[config.mk]
export PLATFORM = sky130hd
export DESIGN_NAME = uop_programmer
export DESIGN_NICKNAME = d
export VERILOG_FILES = /design/src/hw/uop_pkg.sv /design/src/hw/uop_programmer.sv /design/src/hw/uop_crc8.sv /design/src/hw/uop_timer.sv
export SDC_FILE = /design/constraint.sdc
export NUM_CORES = 1
export LEC_CHECK = 0
export BUFFER_PORTS_ARGS = -buffer_cell sky130_fd_sc_hd__buf_2
export CAP_MARGIN = 0
export CORE_MARGIN = 5
export CORE_UTILIZATION = 50
export CTS_CLUSTER_SIZE = 12
export DETAILED_ROUTE_END_ITERATION = 8
export HOLD_SLACK_MARGIN = 0.03
export PLACE_DENSITY = 0.7
export REMOVE_ABC_BUFFERS = 1
export SYNTH_ARGS = -nofsm -noshare
export SYNTH_HDL_FRONTEND = slang
export SYNTH_SLANG_ARGS = --single-unit
[constraint.sdc]
create_clock -name clock -period 5.6 [get_ports clock]
set_input_delay 0.56 -clock clock [delete_from_list [all_inputs] [get_ports clock]]
set_output_delay 0.56 -clock clock [all_outputs]
set_load 0.01 [all_outputs]
[src/hw/uop_pkg.sv]
// constants, field layout and state type for the user region programmer
// assumes one 125 MHz clock and an async active-low reset in every clocked user
package uop_pkg;
  localparam int unsigned CLK_PERIOD_NS = 8; // 125 MHz
  localparam int unsigned BYTE_PROG_NS = 100; // one storage byte write, least
  localparam int unsigned BYTE_PROG_CYC = (BYTE_PROG_NS + CLK_PERIOD_NS - 1) / CLK_PERIOD_NS;
  localparam logic [4:0] BYTE_PROG_CNT = 5'(BYTE_PROG_CYC);
  localparam int unsigned NUM_REGS = 16; // registers per region block
  localparam int unsigned TRIG_BIT = 7; // write-enable register fields
  localparam int unsigned EXPROTO_BIT = 3;
  localparam int unsigned EXPOS_BIT = 2;
  localparam int unsigned REGION_LSB = 0;
  localparam logic [7:0] WEN_RESET = 8'h00;
  localparam logic [1:0] REGION_ZERO = 2'h0;
  localparam logic [1:0] REGION_ONE = 2'h1;
  localparam logic [1:0] REGION_TWO = 2'h2;
  localparam logic [1:0] REGION_RSVD = 2'h3;
  localparam logic [3:0] PROTO_IDX = 4'h0; // protocol_select_reg in region two
  localparam logic [3:0] POS_IDX = 4'h1; // bus_position_reg in region two
  localparam logic [4:0] LAST_IDX = 5'h0F;
  localparam logic [4:0] CHECK_IDX = 5'h10; // check code byte slot
  localparam logic [7:0] CRC_POLY = 8'h07;
  localparam logic [7:0] CRC_INIT = 8'hFF;
  localparam logic [7:0] MEM_RESET = 8'h00;
  typedef enum logic [2:0] {UOP_IDLE, UOP_CALC, UOP_PROG, UOP_WAIT, UOP_LOCK} uop_state_t;
endpackage : uop_pkg

[src/hw/uop_programmer.sv]
// user region programmer: mirrors, write-enable register, storage writer,
// lock flags and background change detection on locked regions, on zero and one only while the shared base points there
// assumes all ports share one clock; the storage takes one byte per strobe
module uop_programmer
  import uop_pkg::*;
(
  input wire logic clock,
  input wire logic rst_b,
  input wire logic mir_wr_valid, // user register write into a region block
  input wire logic [1:0] mir_wr_region,
  input wire logic [3:0] mir_wr_index,
  input wire logic [7:0] mir_wr_data,
  input wire logic wen_wr_valid, // write to the write-enable register
  input wire logic [7:0] wen_wr_data,
  input wire logic [1:0] rd_region, // mirror read-back select
  input wire logic [3:0] rd_index,
  output logic [7:0] rd_data_r,
  output logic [7:0] wen_r, // write-enable register contents
  output logic busy_r,
  output logic [2:0] lock_r, // lock flag per region
  output logic [2:0] error_r, // sticky change detected per region
  output logic shared_base_r, // which region the shared block serves
  output logic nv_strobe_r, // one storage byte write
  output logic [1:0] nv_region_r,
  output logic [4:0] nv_index_r, // 16 = check code byte
  output logic [7:0] nv_data_r
);
  logic [7:0] shared_mem [NUM_REGS]; // mirror for regions zero and one
  logic [7:0] two_mem [NUM_REGS]; // mirror for region two
  logic [7:0] check_r [3]; // stored check code per region
  logic [1:0] excl_r; // region two exclusions kept at lock, {proto, pos}
  uop_state_t state_r, state_nxt;
  logic [4:0] idx_r, idx_nxt; // byte position of the running job
  logic [1:0] job_region_r;
  logic job_exproto_r, job_expos_r;
  logic [7:0] crc_r; // running check code of the job
  logic [1:0] scan_reg_r; // background scan position
  logic [3:0] scan_idx_r;
  logic [7:0] scan_crc_r;

  // decode of the write-enable register write
  wire [1:0] wr_region = wen_wr_data[REGION_LSB +: 2];
  wire wr_trigger = wen_wr_valid && wen_wr_data[TRIG_BIT] && !busy_r;
  wire wr_rsvd = (wr_region == REGION_RSVD);
  // padded so the reserved code never indexes past the three lock flags
  wire [3:0] lock_ext = {1'h0, lock_r};
  wire start = wr_trigger && !wr_rsvd && !lock_ext[wr_region];
  // job byte fetch with exclusion substitution
  wire job_is_two = (job_region_r == REGION_TWO);
  wire [7:0] job_raw = job_is_two ? two_mem[idx_r[3:0]] : shared_mem[idx_r[3:0]];
  wire job_excl = job_is_two && ((job_exproto_r && idx_r[3:0] == PROTO_IDX)
                  || (job_expos_r && idx_r[3:0] == POS_IDX));
  wire [7:0] job_data = job_excl ? MEM_RESET : job_raw;
  wire skip_byte = job_excl && (idx_r != CHECK_IDX);
  wire [7:0] crc_nxt;
  wire tmr_load = (state_r == UOP_PROG) && !skip_byte;
  wire tmr_done;
  // background scan byte with the same substitution as at programming
  wire scan_is_two = (scan_reg_r == REGION_TWO);
  wire [7:0] scan_raw = scan_is_two ? two_mem[scan_idx_r] : shared_mem[scan_idx_r];
  wire scan_excl = scan_is_two && ((excl_r[1] && scan_idx_r == PROTO_IDX)
                   || (excl_r[0] && scan_idx_r == POS_IDX));
  wire [7:0] scan_byte = scan_excl ? MEM_RESET : scan_raw;
  wire [7:0] scan_crc_nxt;
  wire scan_last = (scan_idx_r == 4'hF);
  // the shared block only holds a region's data while the base points there
  wire scan_valid = scan_is_two || (shared_base_r == scan_reg_r[0]);
  wire scan_mismatch = scan_last && lock_r[scan_reg_r] && scan_valid
                       && (scan_crc_nxt != check_r[scan_reg_r]);
  wire [1:0] scan_reg_nxt = scan_is_two ? REGION_ZERO : scan_reg_r + 2'h1;
  // user writes only land in mirrors, and not during a job
  wire mir_take = mir_wr_valid && !busy_r && (mir_wr_region != REGION_RSVD);
  wire [7:0] rd_data_nxt = (rd_region == REGION_RSVD) ? MEM_RESET
                           : (rd_region == REGION_TWO) ? two_mem[rd_index] : shared_mem[rd_index];

  uop_crc8 u_job_crc (
    .crc_in(crc_r),
    .data_in(job_data),
    .crc_out(crc_nxt)
  );

  uop_crc8 u_scan_crc (
    .crc_in(scan_crc_r),
    .data_in(scan_byte),
    .crc_out(scan_crc_nxt)
  );

  uop_timer u_timer (
    .clock(clock),
    .rst_b(rst_b),
    .load(tmr_load),
    .done(tmr_done)
  );

  // job sequencer: check code first, then one byte per storage write, then lock
  always_comb begin
    state_nxt = state_r;
    idx_nxt = idx_r;
    unique case (state_r)
      UOP_IDLE: begin
        if (start) begin
          state_nxt = UOP_CALC;
          idx_nxt = 5'h00;
        end
      end
      UOP_CALC: begin
        if (idx_r == LAST_IDX) begin
          state_nxt = UOP_PROG;
          idx_nxt = 5'h00;
        end else begin
          idx_nxt = idx_r + 5'h01;
        end
      end
      UOP_PROG: begin
        if (skip_byte) begin
          idx_nxt = idx_r + 5'h01; // excluded byte never reaches storage
        end else begin
          state_nxt = UOP_WAIT;
        end
      end
      UOP_WAIT: begin
        if (tmr_done && idx_r == CHECK_IDX) begin
          state_nxt = UOP_LOCK;
        end else if (tmr_done) begin
          state_nxt = UOP_PROG;
          idx_nxt = idx_r + 5'h01;
        end
      end
      UOP_LOCK: begin
        state_nxt = UOP_IDLE;
      end
      default: begin
        state_nxt = UOP_IDLE; // unused codes recover to idle
        idx_nxt = 5'h00;
      end
    endcase
  end

  // state, index and busy flag
  always_ff @(posedge clock or negedge rst_b) begin
    if (!rst_b) begin
      state_r <= UOP_IDLE;
      idx_r <= 5'h00;
      busy_r <= 1'h0;
    end else begin
      state_r <= state_nxt;
      idx_r <= idx_nxt;
      busy_r <= (state_nxt != UOP_IDLE);
    end
  end

  // job parameters caught at the trigger
  always_ff @(posedge clock or negedge rst_b) begin
    if (!rst_b) begin
      job_region_r <= REGION_ZERO;
      job_exproto_r <= 1'h0;
      job_expos_r <= 1'h0;
    end else if (start) begin
      job_region_r <= wr_region;
      job_exproto_r <= wen_wr_data[EXPROTO_BIT];
      job_expos_r <= wen_wr_data[EXPOS_BIT];
    end
  end

  // write-enable register; never cleared by the job itself
  always_ff @(posedge clock or negedge rst_b) begin
    if (!rst_b) begin
      wen_r <= WEN_RESET;
    end else if (wen_wr_valid && !busy_r) begin
      wen_r <= wen_wr_data;
    end
  end

  // running check code over the job bytes
  always_ff @(posedge clock or negedge rst_b) begin
    if (!rst_b) begin
      crc_r <= CRC_INIT;
    end else if (start) begin
      crc_r <= CRC_INIT;
    end else if (state_r == UOP_CALC) begin
      crc_r <= crc_nxt;
    end
  end

  // storage write port; data is read from a mirror that user writes cannot change while busy
  always_ff @(posedge clock or negedge rst_b) begin
    if (!rst_b) begin
      nv_strobe_r <= 1'h0;
      nv_region_r <= REGION_ZERO;
      nv_index_r <= 5'h00;
      nv_data_r <= MEM_RESET;
    end else begin
      nv_strobe_r <= tmr_load;
      if (tmr_load) begin
        nv_region_r <= job_region_r;
        nv_index_r <= idx_r;
        nv_data_r <= (idx_r == CHECK_IDX) ? crc_r : job_data;
      end
    end
  end

  // lock flags, stored check codes and kept exclusions
  always_ff @(posedge clock or negedge rst_b) begin
    if (!rst_b) begin
      lock_r <= 3'h0;
      excl_r <= 2'h0;
      for (int r = 0; r < 3; r++) begin
        check_r[r] <= CRC_INIT;
      end
    end else if (state_r == UOP_LOCK) begin
      lock_r[job_region_r] <= 1'h1;
      check_r[job_region_r] <= crc_r;
      if (job_is_two) begin
        excl_r <= {job_exproto_r, job_expos_r};
      end
    end
  end

  // mirrors; writes stay open after lock, only storage is closed
  always_ff @(posedge clock or negedge rst_b) begin
    if (!rst_b) begin
      shared_base_r <= 1'h0;
      for (int i = 0; i < NUM_REGS; i++) begin
        shared_mem[i] <= MEM_RESET;
        two_mem[i] <= MEM_RESET;
      end
    end else if (state_r == UOP_LOCK && job_is_two && job_expos_r) begin
      two_mem[POS_IDX] <= MEM_RESET;
    end else if (mir_take && mir_wr_region == REGION_TWO) begin
      two_mem[mir_wr_index] <= mir_wr_data;
    end else if (mir_take) begin
      shared_mem[mir_wr_index] <= mir_wr_data; // old bytes stay in place
      shared_base_r <= mir_wr_region[0];
    end
  end

  // background scan, restarted by a job: bytes read before the lock and the
  // new exclusions would otherwise be judged against the new check code
  always_ff @(posedge clock or negedge rst_b) begin
    if (!rst_b) begin
      scan_reg_r <= REGION_ZERO;
      scan_idx_r <= 4'h0;
      scan_crc_r <= CRC_INIT;
      error_r <= 3'h0;
    end else if (busy_r) begin
      scan_idx_r <= 4'h0; // region scanned again from its first byte
      scan_crc_r <= CRC_INIT;
    end else begin
      scan_idx_r <= scan_idx_r + 4'h1;
      scan_crc_r <= scan_last ? CRC_INIT : scan_crc_nxt;
      if (scan_last) begin
        scan_reg_r <= scan_reg_nxt;
      end
      if (scan_mismatch) begin
        error_r[scan_reg_r] <= 1'h1;
      end
    end
  end

  // registered read-back
  always_ff @(posedge clock or negedge rst_b) begin
    if (!rst_b) begin
      rd_data_r <= MEM_RESET;
    end else begin
      rd_data_r <= rd_data_nxt;
    end
  end

  // checks
  trig_hold_a: assert property (@(posedge clock) disable iff (!rst_b)
    state_r == UOP_LOCK |=> wen_r[TRIG_BIT] && lock_r[job_region_r]) else $error("trigger bit or lock lost");
  lock_set_a: assert property (@(posedge clock) disable iff (!rst_b)
    $rose(lock_r[2]) |-> $past(state_r) == UOP_LOCK && job_is_two) else $error("region two lock without job");
  pos_zero_a: assert property (@(posedge clock) disable iff (!rst_b)
    state_r == UOP_LOCK && job_is_two && job_expos_r |=> two_mem[POS_IDX] == MEM_RESET)
    else $error("position not zero after write");
  rsvd_noop_a: assert property (@(posedge clock) disable iff (!rst_b)
    state_r == UOP_IDLE && wr_trigger && wr_rsvd |=> state_r == UOP_IDLE ##1 !nv_strobe_r)
    else $error("reserved region started a job");
  locked_noop_a: assert property (@(posedge clock) disable iff (!rst_b)
    wr_trigger && lock_ext[wr_region] |=> !busy_r) else $error("locked region restarted");
  busy_block_a: assert property (@(posedge clock) disable iff (!rst_b)
    busy_r && wen_wr_valid |=> $stable(wen_r) && $stable(job_region_r)) else $error("trigger taken while busy");
  proto_skip_a: assert property (@(posedge clock) disable iff (!rst_b)
    nv_strobe_r && job_is_two && job_exproto_r |-> nv_index_r[3:0] != PROTO_IDX || nv_index_r == CHECK_IDX)
    else $error("excluded protocol byte stored");
  byte_gap_a: assert property (@(posedge clock) disable iff (!rst_b)
    nv_strobe_r |=> !nv_strobe_r [*8]) else $error("storage writes too close");
  copy_data_a: assert property (@(posedge clock) disable iff (!rst_b)
    nv_strobe_r && nv_index_r != CHECK_IDX && nv_region_r != REGION_TWO
    |-> nv_data_r == shared_mem[nv_index_r[3:0]]) else $error("stored byte differs from mirror");
  only_busy_a: assert property (@(posedge clock) disable iff (!rst_b)
    nv_strobe_r |-> busy_r) else $error("storage write outside a job");
  base_move_a: assert property (@(posedge clock) disable iff (!rst_b)
    mir_take && mir_wr_region == REGION_ONE |=> shared_base_r) else $error("shared base not moved");
  err_locked_a: assert property (@(posedge clock) disable iff (!rst_b)
    $rose(error_r[2]) |-> lock_r[2]) else $error("error on unlocked region");
  zero_done_c: cover property (@(posedge clock) disable iff (!rst_b)
    state_r == UOP_LOCK && job_region_r == REGION_ZERO);
  two_expos_c: cover property (@(posedge clock) disable iff (!rst_b)
    state_r == UOP_LOCK && job_is_two && job_expos_r);
  rsvd_try_c: cover property (@(posedge clock) disable iff (!rst_b) wr_trigger && wr_rsvd);
  err_seen_c: cover property (@(posedge clock) disable iff (!rst_b) $rose(error_r[2]));
endmodule // uop_programmer

[src/hw/uop_crc8.sv]
// one byte step of the check code, purely combinational
// assumes the caller holds the running value in its own register
module uop_crc8
  import uop_pkg::*;
(
  input wire logic [7:0] crc_in,
  input wire logic [7:0] data_in,
  output logic [7:0] crc_out
);
  // msb-first shift, one bit per loop pass
  always_comb begin
    logic [7:0] c;
    c = crc_in ^ data_in;
    for (int b = 0; b < 8; b++) begin
      c = c[7] ? ({c[6:0], 1'h0} ^ CRC_POLY) : {c[6:0], 1'h0};
    end
    crc_out = c;
  end
endmodule // uop_crc8

[src/hw/uop_timer.sv]
// down counter that marks the end of one storage byte write
// assumes load is a one-cycle pulse and never comes while counting
module uop_timer
  import uop_pkg::*;
(
  input wire logic clock,
  input wire logic rst_b,
  input wire logic load,
  output logic done
);
  logic [4:0] count_r; // remaining cycles, zero when idle

  // done marks the last waiting cycle
  assign done = (count_r == 5'h01);

  // load wins; otherwise count down to zero and stay
  always_ff @(posedge clock or negedge rst_b) begin
    if (!rst_b) begin
      count_r <= 5'h00;
    end else if (load) begin
      count_r <= BYTE_PROG_CNT;
    end else if (count_r != 5'h00) begin
      count_r <= count_r - 5'h01;
    end
  end
endmodule // uop_timer

==> summary.md <==
| Metric | Value |
|---|---|
| Die boundary width | `between 200 and 250 um` |
| Area Growth Syn to Fin | `9.83%` |
| Initial DRT Pass Iterations | `5` |
| Achievable Freq | `between 0.2 and 0.25 GHz` |
| Critical-path maximum fanout | `37` |
| # DRC | `0` |
| Port-buffer cells | `71` |
| Capturing element type of the critical path | `register` |
| Cell count after synthesis | `around 1.5k` |
| # resized after CTS | `0` |
| Filler cell count | `about 3.4k` |
| CP Class | `register to register` |
| Final Skew | `0.0330 ns` |
| Skew-Pair Late Insertion Delay | `about 0.57 ns` |
| Startpoint types | `register` |
| Asr flop ratio synth | `1.00` |
| Multi-input logic area | `~11,000 um^2` |
| Post-synth cell types | `64` |
| Power Dens Cells | `around 300 nW/um^2` |
| Minimum clock period | `roughly 4.7 ns` |
| GRT met3 Usage | `0.0932` |
| CTS tree | `built` |
| Placed inst area | `roughly 22,000 um^2` |
| Most frequent cell after synthesis | `dfrtp_1` |
| Via-to-Cell Ratio | `between 6 and 7` |
| Maximum clock path buffer count | `3` |
| Final instance area | `23,100 um^2` |
| Ranking of synthesized cells by area | `dfrtp_1 (38%), mux4_2 (20%), mux2_2 (16%), dfstp_2 (5.0%), mux2i_1 (3.9%)` |
| Post-synthesis sequential area ratio | `0.432` |
| Leading area contributor after synthesis | `dfrtp_1` |
| GPL Wtd Cong | `between 0.8 and 0.9` |
| Critical Path Start | `scan_idx_r[0]$_DFF_PN0_` |
| Post-synth EDFFs | `0` |
| Unrepaired setup endpoints after global routing | `false` |
| M2 GR Usage | `0.392` |
| Gr busiest metal | `met2` |
| Synthesized flop and latch total | `361` |
| DIE AREA | `about 46,000 um^2` |
| FF+latch area | `9100 um^2` |
| WP data required | `roughly 6.0 ns` |
| Initial Utilization | `0.504` |
| Total track usage | `0.262` |
| Vias in the first global route | `between 10k and 15k` |
| First-pass GRT wire length | `just over 90,000 um` |
| VDD IR max | `approximately 240 uV` |
| Row count | `75` |
| Fin crit share | `0.831` |
| Antenna violations before repair | `5` |
| Vias | `between 10k and 15k` |
| Final count of hold timing violations | `0` |
| Outcome | `finished, final reports clean` |
| Pins Over Slew Limit | `0` |
| CTS Hold Buffers Added | `0` |
| DP Worst Slack | `1.04 ns` |
| Final core utilization | `0.554` |
| Tightest Pin Transition | `1.20 ns` |
| Setup bufs post-CTS | `0` |
| Area of the mapped netlist | `around 21,000 um^2` |
| Worst EP arrival | `between 5 and 6 ns` |
| # IOs | `roughly 70` |
| GRT met1 Usage | `0.349` |
| CTS clk-pin slew, worst paths | `around 0.06 ns` |
| Worst Setup Slack, final | `roughly 0.95 ns` |
| Avg Cell Area, Syn | `~14 um^2` |
| Post-synth top area share | `0.382` |
| Nets | `around 1.6k` |
| Layout cells sized above 1 | `0.450` |
| Post-DP HPWL | `~40,000 um` |
| Predominant post-synthesis flop cell | `dfrtp_1` |
| Total CTS buffers | `41` |
| Max-cap violation count | `0` |
| Leakage | `just over 0.01 uW` |
| Total congestion overflow | `0` |
| Synth cell count leaders | `dfrtp_1 (321), mux2_2 (303), mux4_2 (188)` |
| Routed Antenna Nets | `0` |
| Iteration-0 DRC Markers | `~1.7k` |
| Worst flop-to-flop path startpoint | `scan_idx_r[0]$_DFF_PN0_` |
| Rel. slew slack | `0.191` |
| Hold Crit Class | `input port to asynchronous set/reset pin` |
| Largest net degree at the start of global routing | `between 100 and 150` |
| Setup Viol. Count Final | `0` |
| Wire per inst | `about 28 um` |
| Routed WL | `~60,000 um` |
| Core box area | `roughly 42,000 um^2` |
| Die Span Y | `215 um` |
| Clock Sinks | `361` |
| CTS Root Cell | `clkbuf_16` |
| H-tree Lvls | `2` |
| Synth warn | `0` |
-- kinds of logic after synthesis --
kind of cell,count (synthesis),synth area share
mux,572,0.402
flops,361,0.432
simple gates,239,0.0547
buf+inv,154,0.0336
compound gates,142,0.0457
xor+xnor,55,0.0266
fa+ha+maj,10,0.00595
-- state kept, by name, summed over array words and instances, names as in the netlist, 4 cells and up --
signal and cells:
shared_mem 128, two_mem 128, check_r 24, crc_r 8, nv_data_r 8, rd_data_r 8
scan_crc_r 8, wen_r 8, idx_r 5, nv_index_r 5, u_timer.count_r 5, scan_idx_r 4
-- per-stage QoR --
| stage | power, uW | instances | hold WS [ns] | TNS, ns |
|---|---|---|---|---|
| floorplan | 3720 | 1411 | 0.264 | -34.39 |
| global placement | 4140 | 2051 | 0.462 | 0 |
| detailed placement | 4160 | 2051 | 0.466 | 0 |
| CTS | 6860 | 2124 | 0.116 | 0 |
| global route | 7090 | 2125 | 0.142 | 0 |
| finish | 6800 | 2127 | 0.0766 | 0 |
-- layer usage --
layer | part of all wire | up-vias
met1 | 0.40 | 7388
met2 | 0.45 | 720
met5 | 0.00042 | -
met4 | 0.045 | 4
met3 | 0.10 | 163
li1 | - | 5889
-- power by group --
| group | switching [uW] | total, uW | leakage (uW) | internal, uW |
|---|---|---|---|---|
| sequential | 275 | 3010 | 0.00485 | 2730 |
| combinational | 574 | 1100 | 0.00464 | 529 |
| clock | 1110 | 2690 | 0.000667 | 1580 |
-- critical path, stage by stage (launching register included) --
cell and delay (ns):
dfrtp_4 0.87, buf_4 0.66, inv_1 0.17, ha_1 0.25, a22o_1 0.22, and2_1 0.27
nor3_1 0.53, xnor2_1 0.25, xnor2_1 0.41, xnor3_1 0.44, nor4_1 0.28, a31oi_1 0.12
-- final timing paths --
path	depth (start not counted)	to	slack, ns
worst max register to register	11	error_r[0]$_DFFE_PN0P_	0.95
worst min-delay path	1	error_r[0]$_DFFE_PN0P_	0.08
worst max-delay path	11	error_r[0]$_DFFE_PN0P_	0.95
min in group clock	2	wen_r[4]$_DFFE_PN0P_	0.24
max in group asynchronous	2	shared_mem[3]$_DFFE_PN0P_	4.21
worst min register to register	2	nv_region_r[1]$_DFFE_PN0P_	0.47
-- cells in the final DEF (no fill, tap or decap), drive strengths merged, types with 3 or more instances in the layout --
master / n
nor3: 9
diode: 3
clkbuf: 62
mux2i: 81
nand2b: 8
and2: 6
o211ai: 6
nand2: 74
nor2b: 19
o22ai: 26
xnor3: 3
dfrtp: 321
ha: 10
mux4: 188
dfstp: 40
inv: 35
o21ai: 32
a22o: 7
xnor2: 45
xor2: 5
clkinv: 7
a21oi: 22
a31oi: 8
a221oi: 3
mux2: 303
a22oi: 12
nand3: 26
or3: 7
and3: 3
buf: 101
nor3b: 4
a2111oi: 3
nor4: 7
a211oi: 6
nor2: 60
nand3b: 5
-- final cells by class --
class,instances,area share
diodes,3,0.000325
clock inverters,11,0.00384
flip-flops and latches,361,0.394
multi-input cells,1018,0.487
repair buffers,101,0.0267
inverters,32,0.00520
well taps,539,0.0292
clock buffers,62,0.0540
(Power assumes the default switching activity.)
